--- src/rsmo_regs.vh ---
`ifndef RSMO_REGS_VH
`define RSMO_REGS_VH
// ----------------------------------------
// opcodes
// ----------------------------------------
`define RSMO_OP_POP        16'h0006
`define RSMO_OP_PUSH       16'h0005
`define RSMO_OP_RESET      16'h00FF
`define RSMO_RELATIVE_CALL_OP_PREFIX  5'h1B
`define RSMO_RELATIVE_CALL_OP_PFX_MSB 15
`define RSMO_RELATIVE_CALL_OP_PFX_LSB 11
`define RSMO_RELATIVE_CALL_OP_N_MSB   10
// ----------------------------------------
// phases, pc reset value and pc step
// ----------------------------------------
`define RSMO_PH_ONE        2'h0
`define RSMO_PH_TWO        2'h1
`define RSMO_PH_THREE      2'h2
`define RSMO_PH_FOUR       2'h3
`define RSMO_PC_RST        21'h000000
`define RSMO_PC_STEP       21'h000002
`endif

--- src/rsmo_stack.v ---
`timescale 1ns/10ps
// ----------------------------------------
// return stack storage, shift style
// ----------------------------------------
module rsmo_stack #(
   parameter WIDTH = 21,
   parameter DEPTH = 31
) (
   input  wire             clk_i,
   input  wire             clr_i,
   input  wire             push_i,
   input  wire             pop_i,
   input  wire [WIDTH-1:0] push_data_i,
   output wire [WIDTH-1:0] top_o
);
   reg [WIDTH-1:0] entry [0:DEPTH-1];
   genvar g;
   generate
      for (g = 0; g < DEPTH; g = g + 1) begin : lvl
         // neighbours picked at elaboration so no level indexes past the array ends
         wire [WIDTH-1:0] from_above;
         wire [WIDTH-1:0] from_below;
         if (g == 0) begin : head
            assign from_above = push_data_i;
         end else begin : tail
            assign from_above = entry[g-1];
         end
         if (g == DEPTH-1) begin : bottom
            assign from_below = {WIDTH{1'b0}};
         end else begin : inner
            assign from_below = entry[g+1];
         end
         always @(posedge clk_i) begin
            if (clr_i) begin
               entry[g] <= {WIDTH{1'b0}};
            end else if (push_i) begin
               entry[g] <= from_above;
            end else if (pop_i) begin
               entry[g] <= from_below;
            end
         end
      end
   endgenerate
   assign top_o = entry[0];
endmodule

--- src/rsmo_core.v ---
// Functional notes
// - the pop opcode discards the top entry, one word, one cycle.
// - after a pop the top shows the entry pushed just before the discarded one.
// - the push opcode stores pc plus two on top, one word, one cycle, no flag change.
// - a push moves the old top one level down so a later pop recovers it.
// - the relative call takes a signed word offset from -1024 to 1023.
// - the relative call has a five-bit prefix and an 11-bit offset that is doubled.
// - the relative call pushes pc plus two before redirecting.
// - the relative call loads pc with call address plus two plus twice the offset.
// - the relative call is one word and two cycles, the second a no-operation.
// - the reset opcode forces every register and flag to reset, restarting in phase one.
// - each instruction cycle runs four phases: decode, read, process, write.
`timescale 1ns/10ps
`include "rsmo_regs.vh"
module rsmo_core #(
   parameter PC_W  = 21,
   parameter DEPTH = 31
) (
   input  wire            clk_i,
   input  wire            rst_n_i,
   input  wire [15:0]     opcode_i,
   input  wire [7:0]      wreg_i,
   input  wire [7:0]      bank_i,
   input  wire [4:0]      status_i,
   output reg  [PC_W-1:0] pc_o,
   output reg  [PC_W-1:0] stack_top_value_o,
   output reg  [1:0]      phase_o,
   output reg             phase_one_o,
   output reg             phase_four_o,
   output reg             fetch_flush_o,
   output reg             soft_reset_o,
   output reg  [7:0]      wreg_o,
   output reg  [7:0]      bank_o,
   output reg  [4:0]      status_o
);
   // ----------------------------------------
   // phase sequencer and decode
   // ----------------------------------------
   reg  [1:0]      phase;
   reg  [15:0]     ir;
   reg             nop_slot;
   reg             sw_rst;
   wire            is_pop;
   wire            is_push;
   wire            is_relative_call_op;
   wire            is_reset;
   wire [PC_W-1:0] ret_addr;
   wire [PC_W-1:0] offset2;
   wire [PC_W-1:0] stk_top;
   wire            clr;
   wire            st_push;
   wire            st_pop;

   assign clr      = ~rst_n_i | sw_rst;
   // a cycle flagged as the no-op slot decodes nothing
   assign is_pop   = ~nop_slot & (ir == `RSMO_OP_POP);
   assign is_push  = ~nop_slot & (ir == `RSMO_OP_PUSH);
   assign is_reset = ~nop_slot & (ir == `RSMO_OP_RESET);
   assign is_relative_call_op = ~nop_slot &
                     (ir[`RSMO_RELATIVE_CALL_OP_PFX_MSB:`RSMO_RELATIVE_CALL_OP_PFX_LSB] == `RSMO_RELATIVE_CALL_OP_PREFIX);
   assign ret_addr = pc_o + `RSMO_PC_STEP;
   // sign extend n and double it, reach is -1024..1023 words
   assign offset2  = {{(PC_W-12){ir[`RSMO_RELATIVE_CALL_OP_N_MSB]}},
                      ir[`RSMO_RELATIVE_CALL_OP_N_MSB:0], 1'b0};

   // push in phase two, pop in phase three
   assign st_push  = (phase == `RSMO_PH_TWO) & (is_push | is_relative_call_op);
   assign st_pop   = (phase == `RSMO_PH_THREE) & is_pop;

   rsmo_stack #(
      .WIDTH (PC_W),
      .DEPTH (DEPTH)
   ) u_stack (
      .clk_i       (clk_i),
      .clr_i       (clr),
      .push_i      (st_push),
      .pop_i       (st_pop),
      .push_data_i (ret_addr),
      .top_o       (stk_top)
   );

   always @(posedge clk_i) begin
      if (clr) begin
         phase <= `RSMO_PH_ONE;
      end else begin
         phase <= phase + 2'h1;
      end
   end

   // opcode latched in phase one (decode)
   always @(posedge clk_i) begin
      if (clr) begin
         ir <= 16'h0000;
      end else if (phase == `RSMO_PH_ONE) begin
         ir <= opcode_i;
      end
   end

   // software reset raised in phase two, takes effect from the next edge
   always @(posedge clk_i) begin
      if (~rst_n_i) begin
         sw_rst <= 1'b0;
      end else if (sw_rst) begin
         sw_rst <= 1'b0;
      end else begin
         sw_rst <= (phase == `RSMO_PH_TWO) & is_reset;
      end
   end

   // ----------------------------------------
   // program counter and no-op slot
   // ----------------------------------------
   always @(posedge clk_i) begin
      if (clr) begin
         pc_o     <= `RSMO_PC_RST;
         nop_slot <= 1'b0;
      end else if (phase == `RSMO_PH_FOUR) begin
         if (nop_slot) begin
            // the flushed slot must not step pc, or the call target would be skipped
            nop_slot <= 1'b0;
         end else if (is_relative_call_op) begin
            pc_o     <= ret_addr + offset2;
            nop_slot <= 1'b1;
         end else begin
            pc_o     <= ret_addr;
            nop_slot <= 1'b0;
         end
      end
   end

   // ----------------------------------------
   // outputs
   // ----------------------------------------
   always @(posedge clk_i) begin
      if (clr) begin
         stack_top_value_o <= {PC_W{1'b0}};
         phase_o           <= `RSMO_PH_ONE;
         phase_one_o       <= 1'b0;
         phase_four_o      <= 1'b0;
         fetch_flush_o     <= 1'b0;
         soft_reset_o      <= 1'b0;
         wreg_o            <= 8'h00;
         bank_o            <= 8'h00;
         status_o          <= 5'h00;
      end else begin
         stack_top_value_o <= stk_top;
         phase_o           <= phase;
         phase_one_o       <= (phase == `RSMO_PH_ONE);
         phase_four_o      <= (phase == `RSMO_PH_FOUR);
         fetch_flush_o     <= nop_slot;
         soft_reset_o      <= (phase == `RSMO_PH_TWO) & is_reset;
         // these ops pass the working state through untouched
         wreg_o            <= wreg_i;
         bank_o            <= bank_i;
         status_o          <= status_i;
      end
   end
endmodule

--- config.mk ---
export PLATFORM = sky130hd
export DESIGN_NAME = rsmo_core
export DESIGN_NICKNAME = d
export VERILOG_FILES = /design/src/rsmo_stack.v /design/src/rsmo_core.v
export VERILOG_INCLUDE_DIRS = /design/src /design/src/src
export SDC_FILE = /design/constraint.sdc
export NUM_CORES = 1
export LEC_CHECK = 0
export BUFFER_PORTS_ARGS = -buffer_cell sky130_fd_sc_hd__buf_2
export CORE_UTILIZATION = 41
export DETAILED_ROUTE_END_ITERATION = 7
export PLACE_DENSITY_LB_ADDON = 0.2
export SKIP_CTS_REPAIR_TIMING = 1
export SYNTH_ARGS = -nofsm -noshare
export SYNTH_HDL_FRONTEND = slang
export SYNTH_SLANG_ARGS = --single-unit
--- constraint.sdc ---
create_clock -name clk_i -period 23.8 [get_ports clk_i]
set_input_delay 0 -clock clk_i [delete_from_list [all_inputs] [get_ports clk_i]]
set_output_delay 0 -clock clk_i [all_outputs]
set_load 0.01 [all_outputs]
==> results.toml, run 1 <==
[status]
status = "complete, but fails checks"
failed_checks = "design-rule violations"

[logic_synthesis]
yosysWarnings = 0
syn-cell-area_um2 = 30600
yosysTopAreaCellShare = 0.639
async_flop_share = 0
yosysTopAreaCell = "edfxtp_1"
synth_ff_type = "edfxtp_1"
synth-seq-cells = 738
synth_edf_count = 651
syn_inst = 1950
synth.top_cells.by_area = "edfxtp_1 64%, a22o_1 18%, dfxtp_1 5.7%"
yosysSeqAreaShare = 0.696
synth.avg_cell_area_um2 = 15.7
synth_nets = 2018
yosysUniqueCellTypes = 53

[finish]
fin_area_um2 = 34600
drive_gt1_frac = 0.121
nNetsFinal = 2113
finish.utilization = 0.472
area_growth_syn_to_layout_pct = 13.2
antenna_cells = 0

[floorplan]
num_rows = 99
coreArea_um2 = 73300
initial_core_util = 0.417
die_w_um = 275
die_y_um = 275
dieArea_um2 = 75700
io_pins = 108

[clock_tree]
insertion_delay_ns = 0.62
clock_path_buffers = 3
cts_tree = "yes"
numCtsBuffers = 78
h-tree-depth = 3
clkTransAtPathRegs_ns = 0.06
cts_root_buf = "clkbuf_16"
cts_sinks = 738

[placed_design]
pre_cts_ws_ns = 17.98
dpl_cell_area_um2 = 31400
place.gp.congestion = 0.788
dpl.hpwl_um = 32300
portBuffers = 106

[sta]
setup_violations = 0
rsz0062_at_grt = "false"
slew_violations = 0
fmax_mhz = 172
worstMarginPinSlew_ns = 1.19
period_needed_ns = 5.81
slew-limit-headroom = 0.208
tns_ns = 0
finalHoldViolations = 0
finClkSkew_ns = 0.0202
min_period_over_period = 0.244
timing.final.ws_setup_ns = 17.99

[power]
p_int_mw = 2.23
p_sw_uw = 591
p_seq_frac = 0.525
power.share.clock = 0.449
powerDensity_nw_per_um2 = 81.5
p_comb_frac = 0.027
power.total_mw = 2.82
leakage_nw = 12.7
switching_share = 0.209
ir_drop_mv = 0.0459

[critical_path]
r2r_end = "u_stack.entry[1][17]"
cp_cell_sequence = "or4_1, nor3_2, nand4_1, nand2_1, and2_1, nor2_1, nand2_4, buf_4, buf_4"
worst-endpoint-required_ns = 24.03
crit_fanout = 86
r2r_slack_ns = 17.99
start_kind = "flop"
rr_startpoint = "nop_slot"
cp_num_cells = 9
end_kind = "flop"
worst-path-buf-inv = 2
endpoint = "u_stack.entry[1][17]"
criticalPathCategory = "flop to flop"
cp_top_family = "simple AND/OR/NAND/NOR gates"
crit_slowest_cell = "buf_4"
critical_path.most_common_cell = "buf_4"
reg2reg_depth = 9
cpPeakStageDelay_ns = 0.97
arrival_ns = 6.04
startpoint = "nop_slot"

[routing]
vias = 17565
ant_nets = 0
finalWirelength_um = 58500
dr.pass1.iters = 8
drt-vias-per-instance = 5.72
wire_per_inst_um = 19.1
drt_iter0_drc = 1527
drcViolationCount = 2

[job]
maxCapViolations = 0

[grt]
grt_pass1_wl_um = 95000
antenna_found_initial = 0
first_global_vias = 17020
grt_max_degree = 267
grt_usage = 0.153
grt_remaining_overflow = 0

[hold_path]
hp-class = "input port to flop"
==> routing by layer <==
layer  global-route usage  share of wire
met1                0.227           0.48
met5                    0              0
met2                0.225           0.45
met4               0.0538          0.029
met3               0.0268          0.035
==> synthesized netlist by cell type (2+ instances only) <==
cell and n:
or4_1 3, buf_1 2, nor2_1 44, and3_1 5
a221oi_1 3, a22oi_1 5, a31oi_1 6, nand2b_1 4
a21o_1 5, and2_1 71, dfxtp_1 87, mux2i_1 16
o21a_1 2, buf_4 2, nand3_1 18, o31ai_1 2
o21ai_0 18, o22ai_1 6, or3_1 2, nor2b_1 3
ha_1 28, xor2_1 12, buf_2 3, buf_6 66
clkbuf_1 92, inv_1 13, a211oi_1 3, nand2_1 47
edfxtp_1 651, o21bai_1 3, nor3_1 11, a21oi_1 37
a311oi_1 2, nand4_1 12, xnor2_1 21, a22o_1 628
==> how the worst min path moves through the flow <==
stage	slack (ns)	cells past startpoint	startpoint	to
global placement	0.20	2	bank_i[7]	bank_o[7]
global route	0.10	3	wreg_i[2]	wreg_o[2]
floorplan	0.12	1	bank_i[0]	bank_o[0]
CTS	-0.46	2	wreg_i[3]	wreg_o[3]
finish	0.11	3	bank_i[7]	bank_o[7]
detailed placement	0.20	2	wreg_i[5]	wreg_o[5]
==> cells by family after synthesis <==
| kind of cell | Yosys count | synth area share |
|---|---|---|
| AO/OA/AOI/OAI | 728 | 0.200 |
| multiplexers | 16 | 0.00524 |
| AND/OR/NAND/NOR | 227 | 0.0385 |
| other | 1 | 0.000123 |
| adder cells (fa/ha/maj) | 29 | 0.0121 |
| XOR/XNOR | 33 | 0.00945 |
| flip-flops | 738 | 0.696 |
| buffers and inverters | 178 | 0.0384 |
==> cell type report <==
class / count / area, um2
inverter: 13 / 48.8
sequential: 738 / 21300
multi-input combinational: 1034 / 8160
clock buffer: 99 / 2110
timing repair buffer: 180 / 1240
clock inverter: 46 / 566
tap: 959 / 1200
fill: 6283 / 38700
==> power groups by stage <==
stage,Clock (mW),Sequential (mW),Combinational [mW]
floorplan,0,1.53,0.0421
global placement,0,1.51,0.0672
detailed placement,0,1.51,0.0688
CTS,1.30,1.48,0.0689
global route,1.35,1.49,0.0831
finish,1.27,1.48,0.0755
==> placed cells by master, fill, tap and decap left out, types with 4 or more instances in the layout <==
master	synthesis	final
edfxtp_1	651	651
a22o_1	628	628
buf_2	3	106
dfxtp_1	87	87
clkbuf_16	0	80
and2_1	71	71
dlygate4sd3_1	0	52
nand2_1	47	45
nor2_1	44	44
a21oi_1	37	36
ha_1	28	28
xnor2_1	21	21
buf_4	2	20
nand3_1	18	18
o21ai_0	18	18
mux2i_1	16	16
clkbuf_1	92	15
inv_1	13	13
nand4_1	12	12
xor2_1	12	12
clkinv_1	0	12
clkinv_2	0	11
bufinv_16	0	11
nor3_1	11	9
a31oi_1	6	6
o22ai_1	6	6
and3_1	5	5
a22oi_1	5	5
a21o_1	5	5
nand2b_1	4	4
==> flip-flops by register name, indices dropped and copies added, names as in the netlist <==
signal and count:
pc_o 20, status_o 5, phase_four_o 1, sw_rst 1, phase 2, nop_slot 1
phase_one_o 1, bank_o 8, u_stack.entry 651, stack_top_value_o 21, wreg_o 8, ir 16
fetch_flush_o 1, phase_o 2
==> tightest hold or removal path, delay by kind of cell <==
kind	cells	cell delay [ns]
buffers and inverters	2	0.60
and+or+nand+nor	1	0.10
==> metrics by stage <==
stage               instances  hold slack (ns)
floorplan                1950            0.122
global placement         2872            0.201
detailed placement       2872            0.202
CTS                      3017           -0.463
global route             3069            0.101
finish                   3069            0.113
(Power assumes the default switching activity.)
==> inputs of run 2 (changes only) <==
Settings changed: ABC_AREA set to 1.
Clock period 23.8 ns to 5.63 ns, I/O delays scaled along.
==> run 2 against run 1 <==
The flow finishes with violations (negative hold slack). Area after synthesis rose by 12%. Cell count rose by 31%. Setup slack got worse by 16 ns. Sequential cell count did not move. Worst hold slack got worse by 0.13 ns. Core utilization fell by 0.68 points. Register-to-register slack got worse by 16 ns. Clock skew rose by 0.012 ns. First-iteration DRC count fell by 7.2%. Maximum frequency rose by 67%. Critical endpoint is now pc_o[20]. Sequential share of layout area fell by 5.9 points. Combinational power rose to 6.8 times the previous value.
==> results.toml, run 2 <==
[hold_path]
min_path_cells = 6
hp-class = "input port to flop"

[logic_synthesis]
yosysSeqAreaShare = 0.622
synth-seq-cells = 738
yosysTopAreaCellShare = 0.572
synth_common_cells = "745 x inv_1, 651 x edfxtp_1, 400 x o22ai_2"
yosysTopAreaCell = "edfxtp_1"
synth_top_family_by_area = "compound AO/OA/AOI/OAI gates"
synthXorXnorAreaFrac = 0.00358
yosysUniqueCellTypes = 40
async_flop_share = 0
yosysWarnings = 0
synth-adder-area-share = 0.0108
synth_edf_count = 651
synth-compound-area-share = 0.203
synth.avg_cell_area_um2 = 12.3
synth_nets = 2859
syn_inst = 2791
synth_simple_gate_area_share = 0.0454
syn-cell-area_um2 = 34200
synth_most_common_cell = "inv_1"
synth_ff_type = "edfxtp_1"
synthMuxAreaShare = 0
synth.top_cells.by_area = "edfxtp_1 57%, o22ai_2 15%, inv_1 8.2%"

[clock_tree]
cts_root_buf = "clkbuf_16"
h-tree-depth = 3
insertion_delay_ns = 0.62
numCtsBuffers = 78
clkTransAtPathRegs_ns = 0.06
cts_sinks = 738
cts_tree = "yes"
clock_path_buffers = 3

[critical_path]
worst-endpoint-required_ns = 6.07
start_kind = "flop"
criticalPathCategory = "flop to flop"
end_kind = "flop"
r2r_slack_ns = 2.16
arrival_ns = 3.91
rr_startpoint = "pc_o[1]"
crit_fanout = 6
endpoint = "pc_o[20]"
reg2reg_depth = 17
startpoint = "pc_o[1]"
r2r_end = "pc_o[20]"

[floorplan]
num_rows = 105
coreArea_um2 = 82400
die_w_um = 291
die_y_um = 291
dieArea_um2 = 84600
io_pins = 108
initial_core_util = 0.415

[placed_design]
dpl.hpwl_um = 37900
place.gp.congestion = 0.825
portBuffers = 106
pre_cts_ws_ns = 2.18
dpl_cell_area_um2 = 35400
placed_cells = 3844

[finish]
regMostFlops = "u_stack.entry"
area_growth_syn_to_layout_pct = 12.0
fin_area_um2 = 38300
finish.utilization = 0.465
reg_top3 = "u_stack.entry: 651 flops, stack_top_value_o: 21 flops, pc_o: 20 flops"
stdcell_count = 4021
mostFrequentLayoutCell = "inv_1"
antenna_cells = 0
final_cell_mix = "744 x inv_1, 651 x edfxtp_1, 400 x o22ai_2"
nNetsFinal = 2959
drive_gt1_frac = 0.226
largest_reg_flops = 651

[routing]
ant_nets = 0
drt_iter0_drc = 1417
finalWirelength_um = 63100
wire_per_inst_um = 15.7
vias = 20059
dr.pass1.iters = 5
drt-vias-per-instance = 4.99
drcViolationCount = 0

[sta]
fmax_mhz = 288
period_needed_ns = 3.47
slew-limit-headroom = 0.332
finalHoldViolations = 4
holdWs_ns = -0.0186
slew_violations = 0
timing.final.ws_setup_ns = 2.16
worstMarginPinSlew_ns = 1.00
min_period_over_period = 0.617
finClkSkew_ns = 0.0322
rsz0062_at_grt = "false"
setup_violations = 0

[status]
failed_checks = "negative hold slack"
status = "complete, but fails checks"

[grt]
grt_usage = 0.147
antenna_found_initial = 2
first_global_vias = 19927
grt_max_degree = 150
grt_remaining_overflow = 0
grt_pass1_wl_um = 104000

[job]
maxCapViolations = 0

[power]
ir_drop_mv = 0.213
leakage_nw = 14.8
powerDensity_nw_per_um2 = 306
power.total_mw = 11.7
==> run 2: changes by cell type after synthesis, sizes merged, moves of 16 or more <==
cell / before / now
a22o: 628 / 0
nand2: 47 / 182
mux2i: 16 / 0
clkbuf: 92 / 22
buf: 73 / 136
nor2: 44 / 115
and2: 71 / 0
o21ai: 18 / 73
o22ai: 6 / 594
xnor2: 21 / 4
inv: 13 / 748
nand3: 18 / 44
==> run 2: metrics by stage <==
step	hold WS, ns	TNS, ns
finish	-0.0186	0
global route	0.000858	0
CTS	-0.462	0
detailed placement	0.218	0
global placement	0.214	0
floorplan	0.112	-9370.72
==> run 2: cells by family (layout without fill, tap and decap cells) <==
kind of cell | count (synthesis) | in the layout
AO/OA/AOI/OAI | 730 | 730
XOR/XNOR | 14 | 14
adder cells (fa/ha/maj) | 29 | 29
buffers and inverters | 907 | 1067
flip-flops | 738 | 738
other | 1 | 1
AND/OR/NAND/NOR | 372 | 372
==> run 2: critical path, cell delays in order, from the launching register on <==
cell and delay [ns]:
dfxtp_1 0.41, ha_1 0.30, nand2_1 0.09, inv_1 0.09, nand2_1 0.08, nor2_1 0.23, nand3_1 0.18, nor2_1 0.20
xor2_1 0.36, ha_1 0.38, nand2_1 0.16, nor2_1 0.09, a21oi_1 0.27, nand3_1 0.15, nand3_1 0.11, nand3_1 0.07
nand2_1 0.08, a21oi_1 0.06
==> run 2: worst min-delay path by stage <==
stage,startpoint,to
after detailed placement,bank_i[1],bank_o[1]
after CTS,bank_i[1],bank_o[1]
after global routing,rst_n_i,ir[15]
after floorplan,bank_i[0],bank_o[0]
final,rst_n_i,ir[15]
after global placement,wreg_i[0],wreg_o[0]
==> run 2: layout make-up <==
cell class,instances,area (um2)
fillers,7368,44100
flip-flops and latches,738,21300
multi-input cells,1146,8990
inverters,749,2820
clock buffers,105,2230
repair buffers,178,1380
well taps,1070,1340
clock inverters,35,270
==> run 2: routing by layer <==
metal | GRT usage | vias up | part of all wire | wire [um]
li1 | - | 9896 | - | -
met1 | 0.211 | 9706 | 0.49 | 30900
met2 | 0.224 | 346 | 0.45 | 28100
met3 | 0.0253 | 111 | 0.038 | 2390
met4 | 0.0489 | 0 | 0.026 | 1640
met5 | 0 | - | 0 | 0
==> run 2: where the power goes <==
| group | switching [mW] | internal [mW] |
|---|---|---|
| Combinational | 0.366 | 0.151 |
| Clock | 2.12 | 2.88 |
| Sequential | 0.0730 | 6.13 |
| Total | 2.56 | 9.16 |
